[config.mk]
export PLATFORM = sky130hd
export DESIGN_NAME = wcs_context_switch
export DESIGN_NICKNAME = d
export VERILOG_FILES = /design/src/design/wcs_pkg.sv /design/src/design/wcs_mem_if.sv /design/src/design/wcs_context_switch.sv /design/src/design/wcs_addr_former.sv
export SDC_FILE = /design/constraint.sdc
export NUM_CORES = 1
export LEC_CHECK = 0
export ABC_AREA = 1
export BUFFER_PORTS_ARGS = -buffer_cell sky130_fd_sc_hd__buf_2
export CORE_ASPECT_RATIO = 1.1
export CORE_MARGIN = 8
export CORE_UTILIZATION = 55
export CTS_CLUSTER_SIZE = 16
export DETAILED_ROUTE_END_ITERATION = 8
export PLACE_DENSITY = 0.81
export RECOVER_POWER = 25
export REMOVE_ABC_BUFFERS = 1
export SETUP_SLACK_MARGIN = 0.3
export SLEW_MARGIN = 10
export SYNTH_ARGS = -nofsm -noshare
export SYNTH_HDL_FRONTEND = slang
export SYNTH_SLANG_ARGS = --single-unit
[constraint.sdc]
create_clock -name clk -period 6 [get_ports clk]
set_input_delay 0.9 -clock clk [delete_from_list [all_inputs] [get_ports clk]]
set_output_delay 0.9 -clock clk [all_outputs]
set_load 0.01 [all_outputs]
[src/design/wcs_pkg.sv]
package wcs_pkg;
  localparam int          WCS_WORD_BITS   = 16;
  localparam int          WCS_BYTE_BITS   = 8;
  localparam int          WCS_ADDR_BITS   = 16;
  localparam logic [15:0] WCS_INT_VEC_BASE = 16'h0000; // 32 words of interrupt vectors
  localparam logic [15:0] WCS_XOP_VEC_BASE = 16'h0040; // 32 words of xop vectors
  localparam logic [15:0] WCS_LOAD_VEC     = 16'hFFFC; // Load trap vector word pair
  localparam logic [15:0] WCS_PTR_RESET    = 16'h0000;
  localparam logic [15:0] WCS_ST_RESET     = 16'h0000;
  localparam logic [3:0]  WCS_SAVE_WP_REG  = 4'hD;
  localparam logic [3:0]  WCS_SAVE_PC_REG  = 4'hE;
  localparam logic [3:0]  WCS_SAVE_ST_REG  = 4'hF;
  localparam logic [15:0] WCS_PTR_STEP     = 16'h0002;

  typedef enum logic [3:0] {
    WCS_SW_IRQ   = 4'h0,
    WCS_SW_XOP   = 4'h1,
    WCS_SW_LOAD  = 4'h2,
    WCS_SW_RESET = 4'h3,
    WCS_SW_BRANCH_LOAD_WORKSPACE  = 4'h4,
    WCS_SW_RETURN_RESTORE_WORKSPACE  = 4'h5
  } wcs_kind_t;

  typedef enum logic [8:0] {
    WCS_IDLE   = 9'h001,
    WCS_VEC_WP = 9'h002,
    WCS_VEC_PC = 9'h004,
    WCS_SV_WP  = 9'h008,
    WCS_SV_PC  = 9'h010,
    WCS_SV_ST  = 9'h020,
    WCS_RS_ST  = 9'h040,
    WCS_RS_PC  = 9'h080,
    WCS_RS_WP  = 9'h100
  } wcs_state_t;
endpackage

[src/design/wcs_mem_if.sv]
`timescale 1ns/10ps
`default_nettype none
// Memory request bundle between sequencer and address former
interface wcs_mem_if;
  logic [15:0] base;   // Workspace base or direct address
  logic [3:0]  regnum; // Register number
  logic        direct; // Use base as a plain address
  logic        byte_op;
  logic        odd;
  logic [15:0] addr;   // Formed byte address
  logic [1:0]  lanes;  // Byte lanes {even, odd}
  modport seq (output base, regnum, direct, byte_op, odd, input addr, lanes);
  modport agu (input base, regnum, direct, byte_op, odd, output addr, lanes);
endinterface
`default_nettype wire

[src/design/wcs_context_switch.sv]
`timescale 1ns/10ps
`default_nettype none
module wcs_context_switch
  import wcs_pkg::*;
(
  input  wire logic        clk,         // 200 MHz clock
  input  wire logic        reset,       // Async reset, active high
  input  wire logic        sw_req,      // Start a context switch
  input  wire logic [3:0]  sw_kind,     // Switch cause
  input  wire logic [3:0]  sw_level,    // Interrupt level or xop number
  input  wire logic [15:0] branch_load_workspace_vec,    // Vector address for branch-load
  input  wire logic        fetch_req,   // Instruction fetch request
  input  wire logic        acc_req,     // General register access request
  input  wire logic [3:0]  acc_reg,     // Register number
  input  wire logic        acc_write,   // Register write
  input  wire logic        acc_byte,    // Byte operand
  input  wire logic        acc_odd,     // Odd byte select
  input  wire logic [15:0] acc_wdata,   // Register write data
  input  wire logic        st_load,     // Load new state word
  input  wire logic [15:0] st_value,    // New state word
  output logic             busy,        // Switch in progress
  output logic             acc_done,    // Request finished
  output logic [15:0]      rdata,       // Read data
  output logic [15:0]      next_instruction_pointer, // Program pointer
  output logic [15:0]      workspace_pointer,        // Register set base
  output logic [15:0]      processor_state_word,     // State word
  output logic             mem_req,     // Memory request
  output logic             mem_we,      // Memory write
  output logic [15:0]      mem_addr,    // Byte address
  output logic [1:0]       mem_lanes,   // Byte enables {even, odd}
  output logic [15:0]      mem_wdata,   // Write data
  input  wire logic        mem_ack,     // Memory cycle done
  input  wire logic [15:0] mem_rdata    // Memory read data
);
  wcs_mem_if  m ();
  wcs_state_t state;
  wcs_state_t next_state;
  logic [15:0] vec_addr;
  logic [15:0] new_wp;
  logic [15:0] old_wp;
  logic [15:0] old_pc;
  logic [15:0] old_st;
  logic        is_return_restore_workspace;
  logic        sw_start;
  logic        fetch_go;
  logic        acc_go;
  logic        in_switch;
  logic        fetch_st;
  logic [3:0]  cur_reg;
  logic        use_direct;
  logic        do_write;

  wcs_addr_former u_agu (
    .m (m)
  );

  ////////////////////////////////////////////////////////////////////////
  // Vector selection by cause
  always_comb begin
    case (wcs_kind_t'(sw_kind))
      WCS_SW_IRQ:   vec_addr = WCS_INT_VEC_BASE + {10'h000, sw_level, 2'b00};
      WCS_SW_XOP:   vec_addr = WCS_XOP_VEC_BASE + {10'h000, sw_level, 2'b00};
      WCS_SW_LOAD:  vec_addr = WCS_LOAD_VEC;
      WCS_SW_RESET: vec_addr = WCS_INT_VEC_BASE;
      WCS_SW_BRANCH_LOAD_WORKSPACE:  vec_addr = branch_load_workspace_vec;
      default:      vec_addr = WCS_INT_VEC_BASE;
    endcase
  end

  assign is_return_restore_workspace   = wcs_kind_t'(sw_kind) == WCS_SW_RETURN_RESTORE_WORKSPACE;
  assign sw_start  = (state == WCS_IDLE) && sw_req;
  assign in_switch = state != WCS_IDLE;
  assign fetch_go  = (state == WCS_IDLE) && !sw_req && fetch_req;
  assign acc_go    = (state == WCS_IDLE) && !sw_req && !fetch_req && acc_req;
  assign busy      = in_switch;

  ////////////////////////////////////////////////////////////////////////
  // Address request per state
  always_comb begin
    cur_reg    = acc_reg;
    use_direct = 1'b0;
    do_write   = 1'b0;
    mem_wdata  = acc_wdata;
    case (state)
      WCS_VEC_WP: use_direct = 1'b1;
      WCS_VEC_PC: use_direct = 1'b1;
      WCS_SV_WP: begin
        cur_reg   = WCS_SAVE_WP_REG;
        do_write  = 1'b1;
        mem_wdata = old_wp;
      end
      WCS_SV_PC: begin
        cur_reg   = WCS_SAVE_PC_REG;
        do_write  = 1'b1;
        mem_wdata = old_pc;
      end
      WCS_SV_ST: begin
        cur_reg   = WCS_SAVE_ST_REG;
        do_write  = 1'b1;
        mem_wdata = old_st;
      end
      WCS_RS_ST: cur_reg = WCS_SAVE_ST_REG;
      WCS_RS_PC: cur_reg = WCS_SAVE_PC_REG;
      WCS_RS_WP: cur_reg = WCS_SAVE_WP_REG;
      default: begin
        use_direct = fetch_go;
        do_write   = acc_go && acc_write;
      end
    endcase
  end

  assign m.base    = (state == WCS_VEC_WP) ? old_wp :
                     (state == WCS_VEC_PC) ? old_wp + WCS_PTR_STEP :
                     (state == WCS_SV_WP || state == WCS_SV_PC ||
                      state == WCS_SV_ST) ? new_wp :
                     fetch_go ? next_instruction_pointer : workspace_pointer;
  assign m.regnum  = cur_reg;
  assign m.direct  = use_direct;
  assign m.byte_op = (state == WCS_IDLE) && acc_go && acc_byte;
  assign m.odd     = acc_odd;
  assign mem_addr  = m.addr;
  assign mem_lanes = m.lanes;
  assign mem_we    = do_write;
  assign mem_req   = in_switch || fetch_go || acc_go;
  assign fetch_st  = in_switch && mem_ack;

  ////////////////////////////////////////////////////////////////////////
  // Sequence: vector fetch, three saves; or three restore fetches
  always_comb begin
    next_state = state;
    case (state)
      WCS_IDLE:   if (sw_req) next_state = is_return_restore_workspace ? WCS_RS_ST : WCS_VEC_WP;
      WCS_VEC_WP: if (mem_ack) next_state = WCS_VEC_PC;
      WCS_VEC_PC: if (mem_ack) next_state = WCS_SV_WP;
      WCS_SV_WP:  if (mem_ack) next_state = WCS_SV_PC;
      WCS_SV_PC:  if (mem_ack) next_state = WCS_SV_ST;
      WCS_SV_ST:  if (mem_ack) next_state = WCS_IDLE;
      WCS_RS_ST:  if (mem_ack) next_state = WCS_RS_PC;
      WCS_RS_PC:  if (mem_ack) next_state = WCS_RS_WP;
      WCS_RS_WP:  if (mem_ack) next_state = WCS_IDLE;
      default:    next_state = WCS_IDLE;
    endcase
  end

  always_ff @(posedge clk or posedge reset) begin
    if (reset) state <= WCS_IDLE;
    else       state <= next_state;
  end

  ////////////////////////////////////////////////////////////////////////
  // Captured old context and vector; old_wp holds vector address first
  always_ff @(posedge clk or posedge reset) begin
    if (reset) begin
      old_wp <= WCS_PTR_RESET;
      old_pc <= WCS_PTR_RESET;
      old_st <= WCS_ST_RESET;
      new_wp <= WCS_PTR_RESET;
    end else if (sw_start) begin
      old_wp <= vec_addr;
      old_pc <= next_instruction_pointer;
      old_st <= processor_state_word;
    end else if (state == WCS_VEC_PC && mem_ack) begin
      old_wp <= workspace_pointer;
    end else if (state == WCS_VEC_WP && mem_ack) begin
      new_wp <= mem_rdata;
    end
  end

  ////////////////////////////////////////////////////////////////////////
  // Architectural pointers
  always_ff @(posedge clk or posedge reset) begin
    if (reset) begin
      workspace_pointer        <= WCS_PTR_RESET;
      next_instruction_pointer <= WCS_PTR_RESET;
      processor_state_word     <= WCS_ST_RESET;
    end else begin
      if (state == WCS_SV_ST && mem_ack)
        workspace_pointer <= new_wp;
      else if (state == WCS_RS_WP && mem_ack)
        workspace_pointer <= mem_rdata;
      if ((state == WCS_VEC_PC || state == WCS_RS_PC) && mem_ack)
        next_instruction_pointer <= mem_rdata;
      else if (fetch_go && mem_ack)
        next_instruction_pointer <= next_instruction_pointer + WCS_PTR_STEP;
      if (state == WCS_RS_ST && mem_ack)
        processor_state_word <= mem_rdata;
      else if (st_load && !in_switch)
        processor_state_word <= st_value;
    end
  end

  ////////////////////////////////////////////////////////////////////////
  // Completion and read data
  always_ff @(posedge clk or posedge reset) begin
    if (reset) begin
      acc_done <= 1'b0;
      rdata    <= 16'h0000;
    end else begin
      acc_done <= ((fetch_go || acc_go) && mem_ack) || (fetch_st && next_state == WCS_IDLE);
      if ((fetch_go || acc_go) && mem_ack) rdata <= mem_rdata;
    end
  end
endmodule
`default_nettype wire

[src/design/wcs_addr_former.sv]
`timescale 1ns/10ps
`default_nettype none
module wcs_addr_former
  import wcs_pkg::*;
(
  wcs_mem_if.agu m // Address request
);
  logic [15:0] reg_addr;
  logic [15:0] word_addr;

  // Register n sits at base plus two n
  assign reg_addr  = m.base + {11'h000, m.regnum, 1'b0};
  assign word_addr = m.direct ? m.base : reg_addr;
  // Words are even; byte keeps low bit for lane choice
  assign m.addr  = {word_addr[15:1], m.byte_op & m.odd};
  assign m.lanes = m.byte_op ? {~m.odd, m.odd} : 2'b11;
endmodule
`default_nettype wire

# Word level (Yosys, flattened, before mapping)
# Cells that the tools add are included.
[word_totals] out_inout_bits=102 elab_cells=105 in_bits=86 ff_bits=138
[classes] n_addsub=4 n_reduce_logical=43 n_bitwise=4 eq_ne=15 muxes=29
[op_table] operator="two-way mux 16 bit" n=13
[op_table] operator="two-way mux 9 bit" n=8
[op_table] operator="one-hot mux 9 bit (8 select lines)" n=1
[op_table] operator="one-hot mux 16 bit (4 select lines)" n=1
[op_table] operator="one-hot mux 16 bit (3 select lines)" n=1
[op_table] operator="adder 16 x 2 -> 16 bit (second input constant)" n=2
[op_table] operator="logical AND 1 bit" n=19
[op_table] operator="== test 9 x 1 -> 1 bit (second input constant)" n=2
[op_table] operator="adder 16 x 5 -> 16 bit" n=1
[op_table] operator="one-hot mux 4 bit (3 select lines)" n=1
[op_table] operator="OR reduction 2 bit" n=5
[op_table] operator="== test 9 x 2 -> 1 bit (second input constant)" n=1
[op_table] operator="== test 9 x 3 -> 1 bit (second input constant)" n=1
[op_table] operator="== test 9 x 4 -> 1 bit (second input constant)" n=1
[op_table] operator="== test 9 x 5 -> 1 bit (second input constant)" n=1
[op_table] operator="== test 9 x 6 -> 1 bit (second input constant)" n=1
[op_table] operator="== test 9 x 7 -> 1 bit (second input constant)" n=1
[op_table] operator="== test 9 x 8 -> 1 bit (second input constant)" n=1
[op_table] operator="== test 9 bit (second input constant)" n=1
[op_table] operator="inequality test 9 x 1 -> 1 bit (second input constant)" n=1
[op_table] operator="adder 7 x 6 -> 8 bit (first input constant)" n=1
[op_table] operator="== test 4 x 3 -> 1 bit (second input constant)" n=2
[op_table] operator="nonzero test 2 bit" n=4
[op_table] operator="logical OR 1 bit" n=7
[op_table] operator="13 further kinds" n=18

# Longest topological paths before layout
# Gate-level depths: netlist (run 1).
[depth] depth_word=9 depth_mapped=22 mapped_depth_nobuf=22

# By module
# Synthesis (run 1) repeated with hierarchy kept, for this count alone.
[unflattened] cells_unflattened=1153 area_unflattened_um2=8369.3
[by_module_without_submodules] mod="wcs_context_switch" seq_area_each_um2=3454.6 area_each_um2=7820.0 cells_each=1047 n_inst=1
[by_module_without_submodules] mod="wcs_addr_former" seq_area_each_um2=0.0 area_each_um2=549.3 cells_each=106 n_inst=1

# Worst setup path before layout (run 1)
# Ideal clock, no wire load.
[synth_timing] kind="input to output" start="input sw_req" end="output mem_addr[13]" path_slack_ns=1.632 path_buffers=3 required_time_ns=5.100 arrival_time_ns=3.468 path_stages=19 cell_sequence="inv_1 > buf_2 > nand3_4 > buf_6 > buf_4 > o21ai_0 > o211ai_1 > a22oi_1 > ha_1 > inv_1 > fa_1 > nor2_1 > a211oi_1 > nor2_2 > nand2_1 > nand3b_1 > nor2_1 > nand3b_1 > nand2_1"
[synth_between] elab_chain_cells=9 elab_cells_between_ends=10 cone_classes="1 x add/sub; 6 x mux; 3 x reduce/logical"
[synth_lines] element="from (decl)" line="wcs_context_switch.sv:8" source="input wire logic sw_req,"
[synth_lines] element="zero test 1 bit *" line="wcs_context_switch.sv:73" source="assign fetch_go = (state == WCS_IDLE) && !sw_req && fetch_req;"
[synth_lines] element="logical AND 1 bit * (2 in a row)" line="wcs_context_switch.sv:73"
[synth_lines] element="two-way mux 16 bit" line="wcs_context_switch.sv:116" source="fetch_go ? next_instruction_pointer : workspace_pointer;"
[synth_lines] element="two-way mux 16 bit" line="wcs_context_switch.sv:115" source="state == WCS_SV_ST) ? new_wp :"
[synth_lines] element="two-way mux 16 bit" line="wcs_context_switch.sv:113" source="(state == WCS_VEC_PC) ? old_wp + WCS_PTR_STEP :"
[synth_lines] element="two-way mux 16 bit" line="wcs_context_switch.sv:112" source="assign m.base = (state == WCS_VEC_WP) ? old_wp :"
[synth_lines] element="adder 16 x 5 -> 16 bit" line="wcs_addr_former.sv:12" source="assign reg_addr = m.base + {11'h000, m.regnum, 1'b0};"
[synth_lines] element="two-way mux 16 bit *" line="wcs_addr_former.sv:13" source="assign word_addr = m.direct ? m.base : reg_addr;"
[synth_lines] element="to (decl)" line="wcs_context_switch.sv:29" source="output logic [15:0] mem_addr,"
# Every way passes the cells marked *; elsewhere a longest branch is shown, timed or not.

# Worst setup path in the final report (run 1)
[layout_timing] start="register state[7]" end="output mem_addr[13]"
[layout_between] elab_chain_cells=9 elab_cells_between_ends=26 cone_classes="1 x add/sub; 9 x eq/ne; 7 x mux; 9 x reduce/logical"
[layout_lines] element="from (decl)" line="wcs_context_switch.sv:36" source="wcs_state_t state;"
[layout_lines] element="from (signal assigned)" line="wcs_context_switch.sv:147" source="else state <= next_state;"
[layout_lines] element="== test 9 x 1 -> 1 bit" line="wcs_context_switch.sv:73"
[layout_lines] element="logical AND 1 bit (2 in a row)" line="wcs_context_switch.sv:73"
[layout_lines] element="two-way mux 16 bit" line="wcs_context_switch.sv:116"
[layout_lines] element="two-way mux 16 bit" line="wcs_context_switch.sv:115"
[layout_lines] element="two-way mux 16 bit" line="wcs_context_switch.sv:113"
[layout_lines] element="two-way mux 16 bit" line="wcs_context_switch.sv:112"
[layout_lines] element="adder 16 x 5 -> 16 bit" line="wcs_addr_former.sv:12"
[layout_lines] element="two-way mux 16 bit *" line="wcs_addr_former.sv:13"
# Marked as above.

==> results.ini, run 1 <==
[run_status]
status=complete, but fails checks
violations=capacitance limit, slew limit

[routing]
vias=8890
drt-initial-drc-count=951
drc_errors=0
wirelength_um=29200
drtAntennaViolNets=0
viasPerCell=5.94
dr.pass1.iters=6
wire_per_inst_um=19.5

[clock_network]
postCtsSetupBuffers=0
clk_latency_ps=430
cts.path.max_buffers=2
root_buffer=clkbuf_16
cts_tree=done
numCtsBuffers=17
cts_hold_buf=0
clkTransAtPathRegs_ps=60
post_cts_resized=0
htreeDepth=4
cts.sinks=138

[flow_run]
drv_cap=1

[power]
cellLeakagePower_nw=4.99
internal_power_w=0.00244
seqPwrFrac_pct=38.2
switchingPower_w=0.00187
clkPwrFrac_pct=22.3
worst_ir_drop_vdd_v=0.000279
p_sw_share_pct=43.5
p_comb_share_pct=39.5
p_per_area_nw_per_um2=435

[critical_path]
end_kind=output port
cp.required_ps=5100
r2r_cells=10
r2r-end=old_wp[5]$_DFFE_PP0N_
critical_path_arrival_ps=4440
cpPeakStageDelay_ps=440
critPathMaxFanout=26
criticalPathCategory=flop to output port
r2r_setup_slack_ps=2290
path_cells=nor2_1, nand2_1, nor2_1, nand2_2, nand3_4, a21oi_1, o21ai_0, o211ai_1, a22oi_1, ha_1, inv_1, fa_1, nor2_1, a211oi_1, nor2_2, nand2_1, nand3b_1, nor2_1, nand2_1, nand2_1, nand2_1, buf_2
startpoint_type=flop
r2r_start=state[7]$_DFF_PP0_
critPathMostFrequentCell=nand2_1
slowest_stage=dfrtp_1

[synth]
synthSimpleGateAreaFrac_pct=28.1
yosysMostFrequentCell=nand2_1
synth.distinct_cells=53
synthMuxAreaShare_pct=0
yosys-top-cells-area=dfrtp_1, nand2_1, o21ai_0, inv_1, nand3_1
synth_top_family_by_area=simple AND/OR/NAND/NOR gates
async_reset_ff_share_pct=100
syn_inst=1125
synthFlopType=dfrtp_1
syn_avg_cell_area_sq_um=7.46
synth_area_sq_um=8400
synth-seq-cells=138
synthXorXnorAreaFrac_pct=2.09
synth_edf_count=0
synth_fa_ha_area_share_pct=1.13
yosys_warnings=0
synthTopCellsByCount=nand2_1, dfrtp_1, o21ai_0
synth.top_cell.area_share_pct=40.8
synth_top_area_cell=dfrtp_1
synth_compound_area_share_pct=18.7
ys_seq_area_share_pct=41.1

[timing]
rsz0062_at_grt=no
worst-slew-pin-transition_ps=3210
fmax_mhz=187
post-route-period-util_pct=88.9
setup_ws_ps=665
finalSetupTns_ps=0
finalHoldViolCount=0
layout_min_cycle_time_ps=5340
final-setup-viol-count=0
slew_violations=75
fin_skew_ps=6.97
max-slew-margin-rel_pct=-115
worst_hold_slack_ps=484

[placement]
io_buffers=187
dp_hpwl_um=21800
gp_congestion=1.01
placed_area_sq_um=9410
dp_worst_setup_slack_ps=1270

[layout]
stdcell_area_sq_um=9910
syn2layout_area_growth_pct=18.0
num-nets-final=1381
drive_above_1_share_pct=20.0
n_antenna_cell=0
final_core_util_pct=66.1
fillCellCount=1336

[floorplan]
die_w_um=134
num_io_pins=188
start_util_pct=56.0
die_area_sq_um=19500
rows=47
die_h_um=146
core_area_sq_um=15000

[hold_path]
hold_class=flop to flop
holdPathStages=2
min_from=old_pc[6]$_DFFE_PP0P_
whs_endpoint=old_pc[6]$_DFFE_PP0P_

[global_route]
grt_pass1_wl_um=46500
first_global_vias=8550
grt_overflow=0
antenna_found_initial=0
grtUsageTotal_pct=30.0
grt_max_degree=75

final cells by class:
type / instances / area (sq um) / share of cell area (%)
multi-input cells: 804 / 4190 / 42.3
flip-flops and latches: 138 / 3450 / 34.9
repair buffers: 195 / 971 / 9.80
inverters: 132 / 507 / 5.11
clock buffers: 19 / 443 / 4.47
well taps: 196 / 245 / 2.48
clock inverters: 13 / 93.8 / 0.947
stage by stage:
| stage | cells | power, W |
|---|---|---|
| floorplan | 1074 | 0.00264 |
| CTS | 1497 | 0.00431 |
| global route | 1497 | 0.00461 |
| detailed placement | 1465 | 0.00335 |
| finish | 1497 | 0.00431 |
| global placement | 1465 | 0.00330 |
power by group through the flow:
stage	Clock (W)	Combinational (W)	Sequential, W
2_1_floorplan	0	0.00103	0.00162
3_3_place_gp	0	0.00167	0.00163
3_5_place_dp	0	0.00171	0.00164
4_1_cts	0.000965	0.00172	0.00163
5_1_grt	0.00101	0.00192	0.00169
6_report	0.000963	0.00170	0.00165
worst max-delay path by stage:
| stage | from | end | slack [ps] | cells after the start |
|---|---|---|---|---|
| finish | state[7]$_DFF_PP0_ | mem_addr[13] | 660 | 22 |
| global route | state[7]$_DFF_PP0_ | mem_addr[13] | 290 | 22 |
| detailed placement | fetch_req | mem_addr[13] | 1270 | 18 |
| global placement | fetch_req | mem_addr[9] | 1370 | 18 |
| CTS | state[4]$_DFF_PP0_ | mem_addr[13] | 890 | 22 |
| floorplan | reset | acc_done$_DFF_PP0_ | 1410 | 1 |
placed cells by master (no fill, tap or decap), types with 3 or more instances in the layout:
cell type / synthesis / routed
a22oi_1: 14 / 14
nand3_4: 3 / 3
clkinv_2: 0 / 4
nor4_1: 4 / 4
nand2_1: 279 / 279
nor2_1: 73 / 74
or2_2: 3 / 3
nand3_1: 67 / 67
ha_1: 6 / 6
xor2_1: 18 / 18
nand3_2: 3 / 3
o21ai_1: 12 / 12
nor2_2: 5 / 5
clkbuf_16: 0 / 17
nor2_4: 10 / 9
nand2_2: 12 / 12
o211ai_1: 19 / 19
a21oi_1: 41 / 41
clkinvlp_4: 0 / 4
clkbuf_1: 31 / 21
o31ai_1: 5 / 5
o21ai_0: 128 / 128
dfrtp_1: 137 / 137
inv_1: 122 / 121
inv_6: 1 / 5
buf_2: 9 / 167
o221ai_1: 21 / 21
buf_4: 3 / 8
a31oi_1: 6 / 6
o22ai_1: 8 / 8
nand4_1: 29 / 29
inv_2: 6 / 6
nand3b_1: 4 / 4
nor3_1: 12 / 12
worst max-delay path, delay by kind of cell (launching register included):
kind	cells	cell delay (ps)
adder cells (fa/ha/maj)	2	610
flip-flops	1	440
AO/OA/AOI/OAI	5	570
buffers and inverters	2	180
AND/OR/NAND/NOR	13	2210
registers in the layout (all words and copies together), names as in the netlist:
signal and flops:
acc_done 1, new_wp 16, next_instruction_pointer 16, old_pc 16, old_st 16, old_wp 16, processor_state_word 16, rdata 16
state 9, workspace_pointer 16
cell families (layout without fill, tap and decap cells):
logic type | after synthesis | count (layout)
and+or+nand+nor | 511 | 511
AOI/OAI and AO/OA | 266 | 266
buffers and inverters | 183 | 359
DFF | 138 | 138
xor gates and xnor gates | 20 | 20
adders and majority gates | 7 | 7
metal layers:
layer | routed length, um | track usage, % | up-vias
met5 | 0 | 0 | -
met4 | 954 | 11.2 | 0
met3 | 3080 | 8.32 | 90
met2 | 13500 | 47.3 | 530
met1 | 11700 | 38.5 | 4162
li1 | - | - | 4108
Power figures use the tool's default switching activity.
==> run 2: changes to the inputs <==
ABC_AREA = 0   (was 1)
==> run 2 against run 1 <==
The run still ends with capacitance limit, slew limit left. Critical path depth down 7. Wire length down 5.1%. Register-to-register slack better by 580 ps. Utilization up 2.1 points. Total power down 3.9%. Critical path type unchanged. Largest power group is now registers.
==> results.ini, run 2 <==
[hold_path]
holdPathStages=2  ; unchanged
whs_endpoint=old_st[5]$_DFFE_PP0P_  ; was old_pc[6]$_DFFE_PP0P_
hold_class=flop to flop  ; unchanged
min_from=old_st[5]$_DFFE_PP0P_  ; was old_pc[6]$_DFFE_PP0P_

[synth]
synthMuxAreaShare_pct=9.98  ; was 0%
synthTopCellsByCount=nand2_1, dfrtp_1, a21oi_1  ; was nand2_1, dfrtp_1, o21ai_0
synth.top_cell.area_share_pct=42.9  ; was 40.8%
synth_edf_count=0  ; unchanged
synth_top_area_cell=dfrtp_1  ; unchanged
synthFlopType=dfrtp_1  ; unchanged
synthXorXnorAreaFrac_pct=3.07  ; was 2.09%
yosysMostFrequentCell=nand2_1  ; unchanged
yosys-top-cells-area=dfrtp_1, nand2_1, mux2_2, a21oi_1, mux2i_1  ; was dfrtp_1, nand2_1, o21ai_0, inv_1, nand3_1
synth_compound_area_share_pct=15.8  ; was 18.7%
synth_top_family_by_area=simple AND/OR/NAND/NOR gates  ; unchanged
synth.distinct_cells=64  ; was 53
async_reset_ff_share_pct=100  ; unchanged
synth_fa_ha_area_share_pct=1.19  ; was 1.13%
yosys_warnings=0  ; unchanged
ys_seq_area_share_pct=43.2  ; was 41.1%
synthSimpleGateAreaFrac_pct=23.3  ; was 28.1%
syn_avg_cell_area_sq_um=8.52  ; was 7.46 sq um
syn_inst=939  ; was 1125
synth-seq-cells=138  ; unchanged
synth_area_sq_um=8000  ; was 8400 sq um

[power]
p_sw_share_pct=38.9  ; was 43.5%
cellLeakagePower_nw=4.65  ; was 4.99 nW
clkPwrFrac_pct=26.1  ; was 22.3%
p_per_area_nw_per_um2=424  ; was 435 nW/um^2
p_comb_share_pct=35.6  ; was 39.5%
switchingPower_w=0.00161  ; was 0.00187 W
worst_ir_drop_vdd_v=0.000253  ; was 0.000279 V
seqPwrFrac_pct=38.3  ; was 38.2%
internal_power_w=0.00253  ; was 0.00244 W

[layout]
stdcell_area_sq_um=9770  ; was 9910 sq um
fillCellCount=1211  ; was 1336
syn2layout_area_growth_pct=22.1  ; was 18.0%
n_antenna_cell=0  ; unchanged
final_core_util_pct=68.2  ; was 66.1%
num-nets-final=1204  ; was 1381
layout_common_cells=nand2_1, buf_2, dfrtp_1, a21oi_1, o21ai_0  ; was nand2_1, buf_2, dfrtp_1, o21ai_0, inv_1
drive_above_1_share_pct=26.4  ; was 20.0%
layout_commonest_cell=nand2_1  ; unchanged

[floorplan]
start_util_pct=55.8  ; was 56.0%
num_io_pins=188  ; unchanged
die_w_um=131  ; was 134 um
rows=46  ; was 47
die_h_um=142  ; was 146 um
die_area_sq_um=18700  ; was 19500 sq um
core_area_sq_um=14300  ; was 15000 sq um

[timing]
slew_violations=81  ; was 75
max-slew-margin-rel_pct=-140  ; was -115%
layout_min_cycle_time_ps=5540  ; was 5340 ps
worst-slew-pin-transition_ps=3570  ; was 3210 ps
final-setup-viol-count=0  ; unchanged
finalHoldViolCount=0  ; unchanged
rsz0062_at_grt=yes  ; was no
post-route-period-util_pct=92.4  ; was 88.9%
fmax_mhz=180  ; was 187 MHz
finalSetupTns_ps=0  ; unchanged
worst_hold_slack_ps=476  ; was 484 ps
fin_skew_ps=7.37  ; was 6.97 ps

[critical_path]
criticalPathCategory=flop to output port  ; unchanged
r2r-end=old_wp[0]$_DFFE_PP0N_  ; was old_wp[5]$_DFFE_PP0N_
crit_path_start=state[3]$_DFF_PP0_  ; was state[7]$_DFF_PP0_
end_kind=output port  ; unchanged
critical_path_arrival_ps=4640  ; was 4440 ps
startpoint_type=flop  ; unchanged
cp.required_ps=5100  ; about the same
r2r_start=state[4]$_DFF_PP0_  ; was state[7]$_DFF_PP0_
r2r_setup_slack_ps=2870  ; was 2290 ps
r2r_cells=8  ; was 10
critPathMaxFanout=9  ; was 26

[routing]
wirelength_um=27800  ; was 29200 um
drt-initial-drc-count=826  ; was 951
drtAntennaViolNets=0  ; unchanged
drc_errors=0  ; unchanged
vias=8044  ; was 8890
wire_per_inst_um=21.1  ; was 19.5 um
dr.pass1.iters=7  ; was 6
viasPerCell=6.11  ; was 5.94

[global_route]
grt_max_degree=81  ; was 75
grt_overflow=0  ; unchanged
antenna_found_initial=0  ; unchanged
grtUsageTotal_pct=30.2  ; was 30.0%
grt_pass1_wl_um=42900  ; was 46500 um
first_global_vias=7818  ; was 8550

[run_status]
status=complete, but fails checks  ; unchanged
violations=capacitance limit, slew limit  ; unchanged

[clock_network]
cts.sinks=138  ; unchanged
clkTransAtPathRegs_ps=60  ; about the same
htreeDepth=4  ; unchanged
cts_tree=done  ; unchanged
clk_latency_ps=430  ; about the same
numCtsBuffers=17  ; unchanged
cts_hold_buf=0  ; unchanged
root_buffer=clkbuf_16  ; unchanged
cts.path.max_buffers=2  ; unchanged

[flow_run]
drv_cap=1  ; unchanged

[placement]
gp_congestion=0.923  ; was 1.01
dp_hpwl_um=19000  ; was 21800 um
placed_area_sq_um=9140  ; was 9410 sq um
io_buffers=187  ; unchanged

==> run 2: layer usage <==
metal / vias up / track usage (%) / share of wire (%) / wire length (um)
li1: 3670 / - / - / -
met1: 3866 / 38.8 / 40 / 11100
met2: 448 / 47.8 / 47 / 13200
met3: 60 / 7.20 / 10 / 2790
met4: 0 / 11.9 / 2.7 / 758
met5: - / 0 / 0 / 0
==> run 2: how the worst max path moves through the flow <==
stage | endpoint | slack (ps) | cells past startpoint
floorplan | mem_addr[9] | 1120 | 15
global placement | mem_addr[9] | 650 | 16
detailed placement | mem_addr[15] | 550 | 16
CTS | mem_addr[15] | 330 | 18
global route | mem_addr[15] | 280 | 18
finish | mem_addr[11] | 460 | 15
==> run 2: critical path, stage by stage, from the launching register on <==
cell and delay, ps:
dfrtp_1 490, or4_1 700, or4_1 570, nand3_1 270, o32a_1 250, inv_1 70
fa_1 450, nor2b_1 120, o21ai_0 80, a21oi_1 210, nand2_1 140, nor3b_4 360
buf_4 180, nand2_1 50, xor2_1 130, buf_2 150
==> run 2: layout make-up <==
| cell class | count | area (sq um) | area share, % |
|---|---|---|---|
| clock buffers | 20 | 457 | 4.68 |
| clock inverters | 12 | 145 | 1.49 |
| inverters | 15 | 57.6 | 0.589 |
| multi-input cells | 729 | 4320 | 44.2 |
| flip-flops and latches | 138 | 3460 | 35.4 |
| well taps | 192 | 240 | 2.46 |
| repair buffers | 210 | 1090 | 11.2 |
==> run 2: logic make-up (layout without fill, tap and decap cells) <==
group,Yosys count,after routing
AOI/OAI and AO/OA,208,208
xor gates and xnor gates,28,28
adders and majority gates,7,7
buffers and inverters,72,257
DFF,138,138
muxes,75,75
and+or+nand+nor,411,411
==> run 2: stage by stage <==
stage,total power (W),worst slack (ps),instances
after detailed placement,0.00305,553,1281
final,0.00414,455,1316
after floorplan,0.00241,1120,882
after CTS,0.00414,333,1313
after global routing,0.00437,283,1316
after global placement,0.00301,650,1281
==> run 2: power by group through the flow <==
stage / clock (W) / sequential, W / combinational (W)
final: 0.00108 / 0.00158 / 0.00147
after CTS: 0.00109 / 0.00157 / 0.00148
after global placement: 0 / 0.00157 / 0.00144
after detailed placement: 0 / 0.00158 / 0.00147
after global routing: 0.00114 / 0.00162 / 0.00161
after floorplan: 0 / 0.00158 / 0.000828
==> run 2: repair_timing <==
item,in CTS,in global routing
pin swaps,0,3
endpoints found under the setup margin,3,7
resized for setup,2,7
setup buffers,0,3
==> run 3: changes to the inputs <==
CORE_ASPECT_RATIO = 1.2   (was 1.1)
PLACE_DENSITY = not set   (was 0.81)
PLACE_DENSITY_LB_ADDON = 0.1   (was not set)
==> run 3 against run 2 <==
The run still ends with capacitance limit, slew limit left. Largest cell class unchanged. Critical path type unchanged. Sequential cell count stayed put. Non-clock buffer count stayed put. Worst setup slack better by 110 ps. Clock-buffer cell count is 1 lower. Highest routed layer unchanged. Largest power group unchanged. Worst hold slack better by 1.2 ps.
==> results.ini, run 3 (synthesis gave the netlist of run 2 again) <==
[run_status]
status=complete, but fails checks  ; unchanged
violations=capacitance limit, slew limit  ; unchanged

[routing]
drc_errors=0  ; unchanged
dr.pass1.iters=8  ; was 7
viasPerCell=6.12  ; was 6.11
vias=7944  ; was 8044
wirelength_um=28600  ; was 27800 um
wire_per_inst_um=22.0  ; was 21.1 um
drtAntennaViolNets=0  ; unchanged
drt-initial-drc-count=777  ; was 826

[critical_path]
cpPeakStageDelay_ps=630  ; was 700 ps
path_cells=or3_4, or4_4, a21oi_1, a21oi_1, a31o_2, a21oi_1, nor2_1, ha_1, o21ai_0, a21oi_1, nand2_1, nor3b_4, buf_4, nand4_1, xnor2_1, buf_2  ; was or4_1, or4_1, nand3_1, o32a_1, inv_1, fa_1, nor2b_1, o21ai_0, a21oi_1, nand2_1, nor3b_4, buf_4, nand2_1, xor2_1, buf_2
slowest_stage=or4_4  ; was or4_1
cp.required_ps=5100  ; about the same
startpoint_type=flop  ; unchanged
critPathMaxFanout=11  ; was 9
criticalPathCategory=flop to output port  ; unchanged
crit_buf_inv=2  ; was 3
crit_family=simple AND/OR/NAND/NOR gates  ; unchanged
critPathMostFrequentCell=a21oi_1
critical_path_arrival_ps=4540  ; was 4640 ps
end_kind=output port  ; unchanged

[layout]
regArea_sq_um=3460  ; about the same
num-nets-final=1204  ; unchanged
layout_commonest_cell=nand2_1  ; unchanged
syn2layout_area_growth_pct=22.4  ; was 22.1%
drive_above_1_share_pct=27.9  ; was 26.4%
multi_input_area_sq_um=4350  ; was 4320 sq um
n_antenna_cell=0  ; unchanged
fillCellCount=1217  ; was 1211
layout_common_cells=nand2_1, buf_2, dfrtp_1, a21oi_1, o21ai_0  ; unchanged

[timing]
finalSetupTns_ps=0  ; unchanged
worst-slew-pin-transition_ps=4120  ; was 3570 ps
final-setup-viol-count=0  ; unchanged
layout_min_cycle_time_ps=5440  ; was 5540 ps
post-route-period-util_pct=90.7  ; was 92.4%
rsz0062_at_grt=no  ; was yes
max-slew-margin-rel_pct=-176  ; was -140%
slew_violations=96  ; was 81
fmax_mhz=184  ; was 180 MHz
setup_ws_ps=561  ; was 455 ps
fin_skew_ps=6.98  ; was 7.37 ps
finalHoldViolCount=0  ; unchanged

[clock_network]
htreeDepth=4  ; unchanged
cts_tree=done  ; unchanged
clk_latency_ps=430  ; about the same
numCtsBuffers=17  ; unchanged
clkTransAtPathRegs_ps=60  ; about the same
root_buffer=clkbuf_16  ; unchanged
cts.sinks=138  ; unchanged
cts.path.max_buffers=2  ; unchanged
cts_hold_buf=0  ; unchanged

[floorplan]
rows=48  ; was 46
die_w_um=126  ; was 131 um
num_io_pins=188  ; unchanged
start_util_pct=56.0  ; was 55.8%
die_h_um=148  ; was 142 um
core_area_sq_um=14300  ; about the same
die_area_sq_um=18700  ; about the same

[global_route]
grt_overflow=0  ; unchanged
grtUsageTotal_pct=30.4  ; was 30.2%
grt_pass1_wl_um=43800  ; was 42900 um
first_global_vias=7776  ; was 7818
grt_max_degree=96  ; was 81
antenna_found_initial=0  ; unchanged

[hold_path]
hold_class=flop to flop  ; unchanged

[placement]
gp_congestion=0.949  ; was 0.923
dp_hpwl_um=20100  ; was 19000 um
io_buffers=187  ; unchanged
dp_worst_setup_slack_ps=708  ; was 553 ps

[power]
p_per_area_nw_per_um2=427  ; was 424 nW/um^2
cellLeakagePower_nw=4.68  ; was 4.65 nW
worst_ir_drop_vdd_v=0.000316  ; was 0.000253 V

[flow_run]
drv_cap=1  ; unchanged

==> run 3: cell count changes in the layout (fill, tap and decap cells not counted), moves of 2 or more <==
| cell | change |
|---|---|
| clkinv_4 | +3 |
| buf_2 | +15 |
| or3_1 | -3 |
| clkinv_2 | -5 |
| inv_6 | +3 |
| or3_4 | +3 |
| nor4_2 | -2 |
| clkbuf_1 | -15 |
==> run 3: routing by layer <==
layer | vias to the layer above | GRT usage (%) | part of all wire (%)
met5 | - | 0 | 0
met4 | 0 | 13.1 | 3.3
met3 | 71 | 7.34 | 9.1
met2 | 395 | 50.5 | 48
met1 | 3810 | 37.2 | 40
li1 | 3668 | - | -
==> run 3: final timing paths <==
check                                           start  cells past startpoint  slack (ps)               endpoint
worst max-delay path               state[4]$_DFF_PP0_                     16         560           mem_addr[15]
worst min-delay path            old_pc[7]$_DFFE_PP0P_                      2         480  old_pc[7]$_DFFE_PP0P_
worst max register to register     state[4]$_DFF_PP0_                      6        2370   rdata[3]$_DFFE_PP0P_
worst min register to register  old_pc[7]$_DFFE_PP0P_                      2         480  old_pc[7]$_DFFE_PP0P_
max in group asynchronous                       reset                      3        2350     state[4]$_DFF_PP0_
min in group asynchronous                       reset                      2        1670   rdata[2]$_DFFE_PP0P_
==> run 3: stage by stage <==
stage	utilization (%)	hold WS (ps)	power [W]	std cells	area, sq um
3_5_place_dp	63.8	462	0.00308	1265	9120
2_1_floorplan	-	446	0.00241	882	7780
3_3_place_gp	63.8	457	0.00305	1265	9120
6_report	68.5	477	0.00418	1299	9790
5_1_grt	68.5	494	0.00440	1299	9790
4_1_cts	68.1	478	0.00416	1297	9740
==> run 3: area by class of cell <==
| cell class | count | share of cell area (%) |
|---|---|---|
| multi-input cells | 729 | 44.4 |
| flip-flops and latches | 138 | 35.3 |
| repair buffers | 210 | 11.3 |
| clock buffers | 19 | 4.52 |
| well taps | 175 | 2.24 |
| clock inverters | 13 | 1.62 |
| inverters | 15 | 0.588 |
==> run 3: timing repair <==
item	CTS	global route
pin swaps	0	3
resized for setup	3	10
setup buffers	0	2
endpoints found under the setup margin	1	8
==> run 3: worst min-delay path, cell delays in order (launching register included) <==
cell and delay [ps]:
dfrtp_1 340, nand2_1 50, nand2_1 50
==> run 3: report_power, final <==
part	internal [W]	switching, W
logic	0.000611	0.000903
clock network	0.000634	0.000444
registers	0.00127	0.000318
total	0.00252	0.00167
